--- src/design/bridge_cfg_pkg.sv ---
// package: register map, field layout, reset values, shared types
`default_nettype none
package bridge_cfg_pkg;
  // register byte offsets (8-bit access port)
  localparam logic [7:0] ARB_OFFS = 8'h6e;
  localparam logic [7:0] CLK_OFFS = 8'h6f;
  localparam logic [7:0] DIAG_LO_OFFS = 8'h70;
  localparam logic [7:0] DIAG_HI_OFFS = 8'h71;
  // reset values
  localparam logic [7:0] ARB_RESET = 8'h40;
  localparam logic [7:0] CLK_RESET = 8'h00;
  localparam logic [15:0] DIAG_RESET = 16'h1340;
  // arbitration fields
  localparam int PARK_BIT = 7;
  localparam int BRIDGE_TIER_BIT = 6;
  localparam int NUM_GNT = 6;
  localparam int NUM_REQ = 7;
  localparam logic [2:0] BRIDGE_IDX = 3'h6;
  // clock-stop fields
  localparam int MODE_BIT = 4;
  localparam int PRI_EN_BIT = 3;
  localparam int KEEP_BIT = 2;
  localparam int SEC_EN_BIT = 1;
  localparam int STAT_BIT = 0;
  localparam logic [7:0] CLK_WMASK = 8'h1e;

  typedef struct packed {
    logic [7:0] addr;
    logic [7:0] wdata;
    logic wr;
    logic rd;
  } reg_req_s;

  typedef enum logic [0:0] {
    CLK_RUN = 1'b0,
    CLK_STOP = 1'b1
  } clk_state_e;
endpackage
`default_nettype wire

--- src/design/tier_rotator.sv ---
// rotating one-hot picker among a request vector
`default_nettype none
module tier_rotator (
  // clock and reset
  input wire logic clk,
  input wire logic rst,
  // requests and pick
  input wire logic [6:0] req,
  input wire logic advance,
  output logic [6:0] pick
);
  logic [2:0] last_q;
  logic [2:0] last_d;
  logic [13:0] dbl;
  logic [6:0] found;
  logic [2:0] idx;

  always_comb begin
    pick = '0;
    idx = last_q;
    dbl = {req, req};
    found = '0;
    for (int k = 1; k <= 7; k++) begin
      if (found == '0 && dbl[(32'(last_q) + k)] ) begin
        found = 7'h01;
        idx = 3'((32'(last_q) + k) % 7);
      end
    end
    if (found != '0) begin
      pick[idx] = 1'b1;
    end
    last_d = (advance && found != '0) ? idx : last_q;
  end

  always_ff @(posedge clk) begin
    if (rst) begin
      last_q <= bridge_cfg_pkg::BRIDGE_IDX;
    end else begin
      last_q <= last_d;
    end
  end
endmodule
`default_nettype wire

--- src/design/sync2.sv ---
// two-flop synchroniser for pin inputs
`default_nettype none
module sync2 #(
  parameter int W = 1,
  parameter logic [W-1:0] IDLE = '0
) (
  // clock and reset
  input wire logic clk,
  input wire logic rst,
  // data
  input wire logic [W-1:0] pin_level,
  output logic [W-1:0] synced
);
  logic [W-1:0] s1_q;
  logic [W-1:0] s2_q;
  // reset to the pin's idle level so no false request follows reset
  always_ff @(posedge clk) begin
    if (rst) begin
      s1_q <= IDLE;
      s2_q <= IDLE;
    end else begin
      s1_q <= pin_level;
      s2_q <= s1_q;
    end
  end
  assign synced = s2_q;
endmodule
`default_nettype wire

--- src/design/bridge_arb_clockrun_config.sv ---
// arbiter priority/parking, secondary clock-run control, diagnostic reg
//
// The address-and-strobe port was decided locally.
`default_nettype none
// Operation
// - parking bit set parks bus on bridge
// - parking bit clear parks on last master
// - bit 6 picks bridge priority tier
// - bits 5..0 pick grant line tiers
// - two tiers, rotating within, high first
// - mode 0 stops only on primary request
// - mode 1 stops when idle, nothing pending
// - downstream transaction restarts stopped clock
// - keepalive request restarts stopped clock
// - primary stop requests need enable bit 3
// - keep bit asks primary clock running
// - keep clear allows stop if secondary stopped
// - bit 1 gates all secondary clock stopping
// - status bit 0 shows clock stopped
// - diagnostic register read/write, resets 1340h
module bridge_arb_clockrun_config (
  // clock and reset
  input wire logic clk,
  input wire logic rst,
  // register port
  input wire logic [7:0] reg_addr,
  input wire logic [7:0] reg_wdata,
  input wire logic reg_wr,
  input wire logic reg_rd,
  output logic [7:0] reg_rdata,
  // secondary arbitration
  input wire logic [5:0] secondary_req_n,
  input wire logic bridge_req,
  input wire logic secondary_bus_idle,
  output logic [5:0] secondary_grant_line_n,
  output logic bridge_grant,
  // clock run
  input wire logic primary_stop_request,
  input wire logic primary_pending,
  input wire logic downstream_arrival,
  input wire logic secondary_clock_keepalive_request_n,
  output logic secondary_clock_stop,
  output logic primary_keep_clock,
  output logic primary_stop_permit,
  // diagnostic fields out
  output logic [15:0] diag_ctrl
);
  // ---------------------------------------------------------------
  // input synchronisers
  // ---------------------------------------------------------------
  localparam int NUM_GNT_W = bridge_cfg_pkg::NUM_GNT;
  // pins are active low; inverted only after the second flop
  logic [5:0] sec_req_n_s;
  logic [5:0] sec_req;
  logic keepalive_n_s;
  logic keepalive_s;

  sync2 #(.W(NUM_GNT_W), .IDLE({NUM_GNT_W{1'b1}})) u_req_sync (
    .clk(clk),
    .rst(rst),
    .pin_level(secondary_req_n),
    .synced(sec_req_n_s)
  );

  sync2 #(.W(1), .IDLE(1'b1)) u_keep_sync (
    .clk(clk),
    .rst(rst),
    .pin_level(secondary_clock_keepalive_request_n),
    .synced(keepalive_n_s)
  );

  assign sec_req = ~sec_req_n_s;
  assign keepalive_s = ~keepalive_n_s;

  // ---------------------------------------------------------------
  // register port decode
  // ---------------------------------------------------------------
  bridge_cfg_pkg::reg_req_s req;
  logic hit_arb;
  logic hit_clk;
  logic hit_diag_lo;
  logic hit_diag_hi;
  bridge_cfg_pkg::clk_state_e cst_q;
  bridge_cfg_pkg::clk_state_e cst_d;

  assign req = '{addr: reg_addr, wdata: reg_wdata, wr: reg_wr, rd: reg_rd};
  assign hit_arb = (req.addr == bridge_cfg_pkg::ARB_OFFS);
  assign hit_clk = (req.addr == bridge_cfg_pkg::CLK_OFFS);
  assign hit_diag_lo = (req.addr == bridge_cfg_pkg::DIAG_LO_OFFS);
  assign hit_diag_hi = (req.addr == bridge_cfg_pkg::DIAG_HI_OFFS);

  // ---------------------------------------------------------------
  // arbitration register
  // ---------------------------------------------------------------
  logic [7:0] arb_q;
  logic [7:0] arb_d;

  always_comb begin
    arb_d = arb_q;
    if (req.wr && hit_arb) begin
      arb_d = req.wdata;
    end
  end

  always_ff @(posedge clk) begin
    if (rst) begin
      arb_q <= bridge_cfg_pkg::ARB_RESET;
    end else begin
      arb_q <= arb_d;
    end
  end

  // ---------------------------------------------------------------
  // clock-stop control register
  // ---------------------------------------------------------------
  logic [7:0] clk_q;
  logic [7:0] clk_d;

  always_comb begin
    clk_d = clk_q;
    if (req.wr && hit_clk) begin
      // reserved bits and the status bit never store
      clk_d = req.wdata & bridge_cfg_pkg::CLK_WMASK;
    end
  end

  always_ff @(posedge clk) begin
    if (rst) begin
      clk_q <= bridge_cfg_pkg::CLK_RESET;
    end else begin
      clk_q <= clk_d;
    end
  end

  // ---------------------------------------------------------------
  // diagnostic control register
  // ---------------------------------------------------------------
  logic [15:0] diag_q;
  logic [15:0] diag_d;

  always_comb begin
    diag_d = diag_q;
    if (req.wr && hit_diag_lo) begin
      diag_d[7:0] = req.wdata;
    end
    if (req.wr && hit_diag_hi) begin
      diag_d[15:8] = req.wdata;
    end
  end

  always_ff @(posedge clk) begin
    if (rst) begin
      diag_q <= bridge_cfg_pkg::DIAG_RESET;
    end else begin
      diag_q <= diag_d;
    end
  end

  assign diag_ctrl = diag_q;

  // ---------------------------------------------------------------
  // read data, valid for one cycle after the read strobe
  // ---------------------------------------------------------------
  logic [7:0] rdata_q;
  logic [7:0] rdata_d;
  logic clk_stopped;

  assign clk_stopped = (cst_q == bridge_cfg_pkg::CLK_STOP);

  always_comb begin
    rdata_d = 8'h00;
    if (req.rd) begin
      case (req.addr)
        bridge_cfg_pkg::ARB_OFFS: rdata_d = arb_q;
        bridge_cfg_pkg::CLK_OFFS: begin
          rdata_d = clk_q & bridge_cfg_pkg::CLK_WMASK;
          rdata_d[bridge_cfg_pkg::STAT_BIT] = clk_stopped;
        end
        bridge_cfg_pkg::DIAG_LO_OFFS: rdata_d = diag_q[7:0];
        bridge_cfg_pkg::DIAG_HI_OFFS: rdata_d = diag_q[15:8];
        default: rdata_d = 8'h00;
      endcase
    end
  end

  always_ff @(posedge clk) begin
    if (rst) begin
      rdata_q <= 8'h00;
    end else begin
      rdata_q <= rdata_d;
    end
  end

  assign reg_rdata = rdata_q;

  // ---------------------------------------------------------------
  // secondary arbiter
  // ---------------------------------------------------------------
  logic [6:0] all_req;
  logic [6:0] tier_hi;
  logic [6:0] hi_req;
  logic [6:0] lo_req;
  logic [6:0] hi_pick;
  logic [6:0] lo_pick;
  logic [6:0] gnt_d;
  logic [6:0] gnt_q;
  logic [2:0] last_d;
  logic [2:0] last_q;
  logic use_hi;
  logic use_lo;

  assign all_req = {bridge_req, sec_req};
  assign tier_hi = arb_q[bridge_cfg_pkg::BRIDGE_TIER_BIT:0];
  assign hi_req = all_req & tier_hi;
  assign lo_req = all_req & ~tier_hi;
  assign use_hi = secondary_bus_idle && (hi_req != '0);
  assign use_lo = secondary_bus_idle && (hi_req == '0) && (lo_req != '0);

  tier_rotator u_hi (
    .clk(clk),
    .rst(rst),
    .req(hi_req),
    .advance(use_hi),
    .pick(hi_pick)
  );

  tier_rotator u_lo (
    .clk(clk),
    .rst(rst),
    .req(lo_req),
    .advance(use_lo),
    .pick(lo_pick)
  );

  always_comb begin
    gnt_d = gnt_q;
    last_d = last_q;
    if (secondary_bus_idle) begin
      if (use_hi) begin
        gnt_d = hi_pick;
      end else if (use_lo) begin
        gnt_d = lo_pick;
      end else if (arb_q[bridge_cfg_pkg::PARK_BIT]) begin
        gnt_d = 7'h01 << bridge_cfg_pkg::BRIDGE_IDX;
      end else begin
        gnt_d = 7'h01 << last_q;
      end
    end
    for (int i = 0; i < bridge_cfg_pkg::NUM_REQ; i++) begin
      if (gnt_d[i] && all_req[i]) begin
        last_d = 3'(i);
      end
    end
  end

  always_ff @(posedge clk) begin
    if (rst) begin
      gnt_q <= 7'h01 << bridge_cfg_pkg::BRIDGE_IDX;
      last_q <= bridge_cfg_pkg::BRIDGE_IDX;
    end else begin
      gnt_q <= gnt_d;
      last_q <= last_d;
    end
  end

  // one active-low grant pin per secondary line
  for (genvar g = 0; g < bridge_cfg_pkg::NUM_GNT; g++) begin : g_line
    assign secondary_grant_line_n[g] = ~gnt_q[g];
  end
  assign bridge_grant = gnt_q[bridge_cfg_pkg::BRIDGE_IDX];

  // ---------------------------------------------------------------
  // secondary clock-run control
  // ---------------------------------------------------------------
  logic stop_ok;
  logic restart;

  always_comb begin
    restart = downstream_arrival || keepalive_s;
    if (clk_q[bridge_cfg_pkg::MODE_BIT]) begin
      stop_ok = secondary_bus_idle && !primary_pending;
    end else begin
      stop_ok = primary_stop_request &&
        clk_q[bridge_cfg_pkg::PRI_EN_BIT];
    end
    cst_d = cst_q;
    case (cst_q)
      bridge_cfg_pkg::CLK_RUN: begin
        if (clk_q[bridge_cfg_pkg::SEC_EN_BIT] && stop_ok && !restart) begin
          cst_d = bridge_cfg_pkg::CLK_STOP;
        end
      end
      bridge_cfg_pkg::CLK_STOP: begin
        if (restart || !clk_q[bridge_cfg_pkg::SEC_EN_BIT]) begin
          cst_d = bridge_cfg_pkg::CLK_RUN;
        end
      end
      default: cst_d = bridge_cfg_pkg::CLK_RUN;
    endcase
  end

  always_ff @(posedge clk) begin
    if (rst) begin
      cst_q <= bridge_cfg_pkg::CLK_RUN;
    end else begin
      cst_q <= cst_d;
    end
  end

  assign secondary_clock_stop = (cst_q == bridge_cfg_pkg::CLK_STOP);
  assign primary_keep_clock = clk_q[bridge_cfg_pkg::KEEP_BIT];
  assign primary_stop_permit = !clk_q[bridge_cfg_pkg::KEEP_BIT] &&
    (cst_q == bridge_cfg_pkg::CLK_STOP);
endmodule
`default_nettype wire

--- config.mk ---
export PLATFORM = sky130hd
export DESIGN_NAME = bridge_arb_clockrun_config
export DESIGN_NICKNAME = d
export VERILOG_FILES = /design/src/design/bridge_cfg_pkg.sv /design/src/design/tier_rotator.sv /design/src/design/sync2.sv /design/src/design/bridge_arb_clockrun_config.sv
export SDC_FILE = /design/constraint.sdc
export NUM_CORES = 1
export LEC_CHECK = 0
export ABC_AREA = 0
export BUFFER_PORTS_ARGS = -buffer_cell sky130_fd_sc_hd__buf_2
export CAP_MARGIN = 20
export CORE_ASPECT_RATIO = 1.25
export CORE_UTILIZATION = 38
export DETAILED_ROUTE_END_ITERATION = 10
export PLACE_DENSITY_LB_ADDON = 0.2
export SLEW_MARGIN = 20
export SYNTH_ARGS = -nofsm -noshare
export SYNTH_HDL_FRONTEND = slang
export SYNTH_HIERARCHICAL = 1
export SYNTH_SLANG_ARGS = --single-unit
--- constraint.sdc ---
create_clock -name clk -period 6.6 [get_ports clk]
set_input_delay 1.32 -clock clk [delete_from_list [all_inputs] [get_ports clk]]
set_output_delay 1.32 -clock clk [all_outputs]
set_load 0.02 [all_outputs]
# After elaboration in Yosys (flattened, before gate mapping)
# Cells that the tools add are included.
word_totals:
  mem_bits_ro: 0
  output_inout_bits: 34
  word_cells: 219
  ram_bits: 0
  n_memories: 0
  in_bits: 32
  latch_bits: 0
  regBits: 67
op_classes:
  mux: 77
  bitwise: 13
  magnitude_cmp: 18
  n_reduce_logical: 63
  n_eq_ne: 4
  shift: 1
  mul: 0
  n_addsub: 14
  div_mod_pow: 14
op_table:
  columns: ["op", "n"]
  rows:
  - ["32-bit by 3-bit modulo with 32-bit output (second input constant)", 14]
  - ["32-bit by 5-bit < comparator with 1-bit output (second input constant)", 12]
  - ["7-bit 2-to-1 mux", 18]
  - ["7-bit logical NOT", 13]
  - ["1-bit binary-select mux with 4-bit select", 14]
  - ["3-bit 2-to-1 mux", 18]
  - ["1-bit logical AND", 35]
  - ["3-bit by 3-bit adder with 4-bit output (second input constant)", 8]
  - ["8-bit by 7-bit == test with 1-bit output (second input constant)", 4]
  - ["8-bit one-hot mux with 4 select lines", 1]
  - ["7-bit nonzero test", 4]
  - ["1-bit 2-to-1 mux", 21]
  - ["3-bit by 2-bit adder with 4-bit output (second input constant)", 4]
  - ["7-bit bitwise AND", 2]
  - ["4-bit by 5-bit < comparator with 1-bit output (second input constant)", 2]
  - ["1-bit NOT", 9]
  - ["3-bit by 1-bit adder with 4-bit output (second input constant)", 2]
  - ["3-bit by 4-bit < comparator with 1-bit output (second input constant)", 2]
  - ["7-bit NOT", 1]
  - ["1-bit by 3-bit << shifter with 7-bit output (first input constant)", 1]
  - ["1-bit demux with 3-bit select", 2]
  - ["3-bit by 1-bit >= comparator with 1-bit output (second input constant)", 2]
  - ["6-bit NOT", 1]
  - ["6-bit nonzero test", 1]
  - ["other kinds (7)", 13]

# Longest topological paths before layout
depth:
  depth_word: 38
  depth_mapped: 25
  ltp_nobuf: 21

# Modules after synthesis
# The synthesis kept the hierarchy.
by_module_without_submodules:
  columns: ["module", "cells_each", "seq_area_each_um2", "n_inst", "area_each_um2"]
  rows:
  - ["bridge_arb_clockrun_config", 298, 940.9, 1, 2441.1]
  - ["tier_rotator (u_hi)", 272, 60.1, 1, 2248.4]
  - ["tier_rotator (u_lo)", 276, 60.1, 1, 2180.8]
  - ["sync2 (u_req_sync)", 25, 240.2, 1, 320.3]
  - ["sync2 (u_keep_sync)", 4, 40.0, 1, 52.6]

# Worst setup path before layout
# OpenSTA, ideal clock, no wires.
synth_timing:
  path_kind: "register to register"
  start: "reg u_hi.last_q[0]"
  end: "reg, netlist name last_q[2]"
  arrival_time_ps: 4442
  setup_time_ps: 120
  required_time_ps: 6480
  path_stages_with_launch: 25
  path_slack_ps: 2038
  n_path_buf: 4
  cell_sequence: "dfxtp_1 -> buf_6 -> buf_8 -> inv_4 -> ha_1 -> buf_6 -> buf_6 -> inv_2 -> ha_1 -> ha_1 -> a31oi_1 -> xnor2_1 -> ha_1 -> a211o_1 -> o21ai_0 -> a2111oi_2 -> a211oi_2 -> a21oi_2 -> nor3_4 -> xnor2_2 -> and3b_1 -> nor4b_1 -> a211oi_1 -> and3_1 -> a211o_1"
synth_rtl:
  columns: ["item", "line_no", "source"]
  rows:
  - ["from (decl)", "tier_rotator.sv:12", "logic [2:0] last_q;"]
  - ["from (signal assigned)", "tier_rotator.sv:37", "last_q <= bridge_cfg_pkg::BRIDGE_IDX;"]
  - ["from (signal assigned)", "tier_rotator.sv:39", "last_q <= last_d;"]

==> impl_metrics.py <==
metrics = {
    "status": {
        "status": "finished with violations",
        "violations": "DRC",
    },
    "critical_path": {
        "worstSetupStartpointType": "register",
        "crit_chain": "clkinv_1 -> ha_1 -> mux4_1 -> mux2i_1 -> a22oi_2 -> a2111oi_0 -> a31o_1 -> nand3_1 -> a32oi_2 -> nor3b_1 -> mux2i_1 -> o41ai_1 -> nand2b_1 -> o21ai_0",
        "crit_arrival_ps": 5690,
        "rr_worst_depth": 14,
        "r2r-end": "last_q[1]",
        "max_stage_delay_ps": 770,
        "worstPathRequired_ps": 6800,
        "crit_buf_inv": 1,
        "slowest_stage": "ha_1",
        "crit_type": "register to register",
        "cp_top_family": "compound AO/OA/AOI/OAI gates",
        "cp_common_cell": "mux2i_1",
        "reg2reg_slack_ps": 1110,
        "worstReg2RegStart": "u_lo/last_q[0]",
        "cp-end-kind": "register",
        "path_max_fanout": 12,
    },
    "global_route": {
        "grt_pass1_wl_um": 33800,
        "antenna_found_initial": 0,
        "grt_max_degree": 41,
        "track_usage_pct": 21.2,
        "overflow": 0,
        "first_global_vias": 6493,
    },
    "power": {
        "cellLeakagePower_nw": 3.13,
        "ir_worst_vdd_v": 0.000188,
        "total_power_mw": 3.78,
        "p_per_area_mw_per_mm2": 477,
    },
    "cts": {
        "clock_path_buffers": 2,
        "cts_tree": "built",
        "postCtsSetupRepairBufs": 0,
        "postCtsResizedCells": 0,
        "root_buffer": "clkbuf_16",
        "clk-insertion-delay-late_ps": 320,
        "ctsHoldBuffers": 0,
        "cts_buffers": 9,
        "path_clk_slew_ps": 50,
        "cts.sinks": 67,
        "htreeDepth": 3,
    },
    "layout": {
        "fin_nets": 982,
        "n_antenna_cell": 0,
        "area_delta_synth_final_pct": 9.35,
        "fill_cells": 1893,
        "drive_above_1_share_pct": 18.2,
    },
    "route": {
        "firstDrtPassIters": 8,
        "drc": 1,
        "num_vias": 6828,
        "dr.first_iter.drc_count": 491,
        "viasPerCell": 5.95,
        "postRouteAntennaNets": 0,
        "wl_um": 20600,
        "avgRoutedWirePerCell_um": 17.9,
    },
    "timing": {
        "fin_setup_tns_ps": 0,
        "finalCritPeriodShare_pct": 83.2,
        "slew_headroom_pct": 40.5,
        "rsz0062_at_grt": "no",
        "drv_slew": 0,
        "fin_worst_skew_ps": 6.52,
        "max_freq_mhz": 182,
        "fin_crit_ps": 5490,
        "finalSetupViolations": 0,
        "worst_pin_slew_ps": 891,
        "hold_viol": 0,
    },
    "yosys": {
        "synth_xor_area_share_pct": 3.25,
        "synthArstFlopShare_pct": 0,
        "yosysUniqueCellTypes": 108,
        "synth-simple-area-share_pct": 24.3,
        "synth_area_per_cell_um2": 8.28,
        "synthCells": 875,
        "ys_warn_count": 6,
        "yosysTopAreaCell": "dfxtp_1",
        "synth_edf_count": 0,
        "synthAdderAreaFrac_pct": 6.74,
        "synth-main-ff-cell": "dfxtp_1",
        "synth_nets": 946,
        "yosysTopAreaCellShare_pct": 18.5,
        "synth_seq_cells": 67,
        "synth_top_family_by_area": "compound AO/OA/AOI/OAI gates",
        "muxShareOfSynthArea_pct": 15.1,
        "synthTopCellsByArea": "dfxtp_1 19%, mux2i_1 7.5%, ha_1 6.7%, nor2_1 4.3%, nand2_1 3.3%",
        "synth-compound-area-share_pct": 25.4,
        "yosysSeqAreaShare_pct": 18.5,
        "syn_area_mm2": 0.00724,
    },
    "min_path": {
        "hold_depth": 1,
        "hp-start": "u_req_sync/s1_q[4]",
        "holdPathEnd": "u_req_sync/synced[4]",
        "hold_class": "register to register",
    },
    "floorplanning": {
        "row_count": 56,
        "initial_core_util_pct": 38.7,
        "die_y_um": 156,
        "core_area_mm2": 0.0187,
        "die-area_mm2": 0.0196,
        "boundaryPins": 66,
        "die_x_um": 125,
    },
    "placement": {
        "io_buffer_count": 65,
        "dp_hpwl_um": 15500,
        "routabilityCongestion": 0.899,
    },
    "run": {
        "maxCapViolCount": 0,
    },
}
-- worst reg2reg max path, cell delays in order (launching register included) --
cell,delay (ps)
dfxtp_1,580
clkinv_1,530
ha_1,770
mux4_1,630
mux2i_1,190
a22oi_2,170
a2111oi_0,640
a31o_1,220
nand3_1,100
a32oi_2,430
nor3b_1,270
mux2i_1,170
o41ai_1,400
nand2b_1,180
o21ai_0,90
-- layout by cell type (no fill, tap or decap), types with 10 or more instances in the layout --
cell / Yosys / layout
nor2_1: 83 / 83
dfxtp_1: 67 / 67
buf_2: 15 / 65
nand2_1: 64 / 64
mux2i_1: 54 / 54
a21oi_1: 44 / 44
ha_1: 39 / 39
nand3_1: 35 / 35
inv_1: 34 / 34
o21ai_0: 22 / 22
nor3_1: 20 / 20
a31oi_1: 18 / 18
nor2b_1: 17 / 17
or2_1: 17 / 17
a211oi_1: 16 / 16
nand2b_1: 15 / 15
mux2_2: 14 / 14
a22oi_1: 14 / 14
buf_4: 5 / 14
xnor2_1: 13 / 13
nand3b_1: 11 / 11
a211o_1: 10 / 10
nor3b_1: 10 / 10
nand4_1: 10 / 10
mux4_2: 10 / 10
-- area by class of cell --
class	instances	area [µm²]	share of cell area (%)
Clock inverter	5	53.8	0.679
Sequential cell	67	1340	16.9
Inverter	42	160	2.02
Multi-Input combinational cell	712	5410	68.3
Clock buffer	11	233	2.94
Tap cell	232	290	3.67
Timing Repair Buffer	79	430	5.43
-- through the flow --
stage               util [%]  hold slack, ps  instance area (µm²)  std cells  setup WS [ps]
floorplan                  -             383                 7240        875           2040
global placement        40.8             386                 7630       1132           1340
detailed placement      40.8             390                 7630       1132           1290
CTS                     42.3             403                 7920       1148           1240
global route            42.3             423                 7920       1148            719
finish                  42.3             401                 7920       1148           1110
-- routing by layer --
layer / vias to the layer above / track usage, % / share of wire, %
li1: 3366 / - / -
met1: 3311 / 26.2 / 45
met2: 126 / 38.0 / 51
met3: 25 / 2.60 / 2.6
met4: 0 / 6.50 / 1.9
met5: - / 0 / 0
-- where the power goes --
| part | switching, mW | internal [mW] | leakage, nW |
|---|---|---|---|
| combinational | 1.72 | 1.13 | 2.44 |
| clock | 0.173 | 0.291 | 0.143 |
| sequential | 0.0325 | 0.438 | 0.545 |
-- worst max path at each step --
stage	startpoint	endpoint	slack [ps]	cells past startpoint
after floorplan	u_hi/last_q[0]	last_q[2]	2040	24
after global placement	u_lo/last_q[0]	last_q[1]	1340	14
after detailed placement	u_lo/last_q[0]	last_q[1]	1290	14
after CTS	u_lo/last_q[0]	last_q[1]	1240	14
after global routing	u_lo/last_q[0]	last_q[1]	720	14
final	u_lo/last_q[0]	last_q[1]	1110	14
-- synth_stat cells, types with 6 or more instances --
| library cell | count |
|---|---|
| and2_1 | 9 |
| a221oi_1 | 6 |
| and3_1 | 7 |
| a22oi_1 | 14 |
| nor2_1 | 83 |
| ha_1 | 39 |
| mux4_2 | 10 |
| mux4_1 | 6 |
| a31oi_1 | 18 |
| inv_1 | 34 |
| o21ai_0 | 22 |
| clkbuf_1 | 22 |
| buf_2 | 15 |
| a21oi_1 | 44 |
| dfxtp_1 | 67 |
| nand4_1 | 10 |
| mux2i_1 | 54 |
| mux2_2 | 14 |
| nand2_1 | 64 |
| o2111ai_1 | 6 |
| a211o_1 | 10 |
| xnor2_1 | 13 |
| nand3b_1 | 11 |
| buf_6 | 7 |
| a211oi_1 | 16 |
| nor3b_1 | 10 |
| nor3_1 | 20 |
| nand2b_1 | 15 |
| nor2b_1 | 17 |
| or2_1 | 17 |
| o21a_1 | 9 |
| nand3_1 | 35 |
-- state kept, by name (all words and copies together) (netlist names), 4 cells and up --
name and flops:
diag_ctrl 16, arb_q 8, reg_rdata 8, gnt_q 7, u_req_sync/s1_q 6, u_req_sync/synced 6, clk_q 4
-- cell families after synthesis --
logic type	Yosys count
compound gates	235
xor+xnor	20
fa+ha+maj	39
buf+inv	96
flops	67
mux	85
simple gates	333
Power figures use the tool's default switching activity.
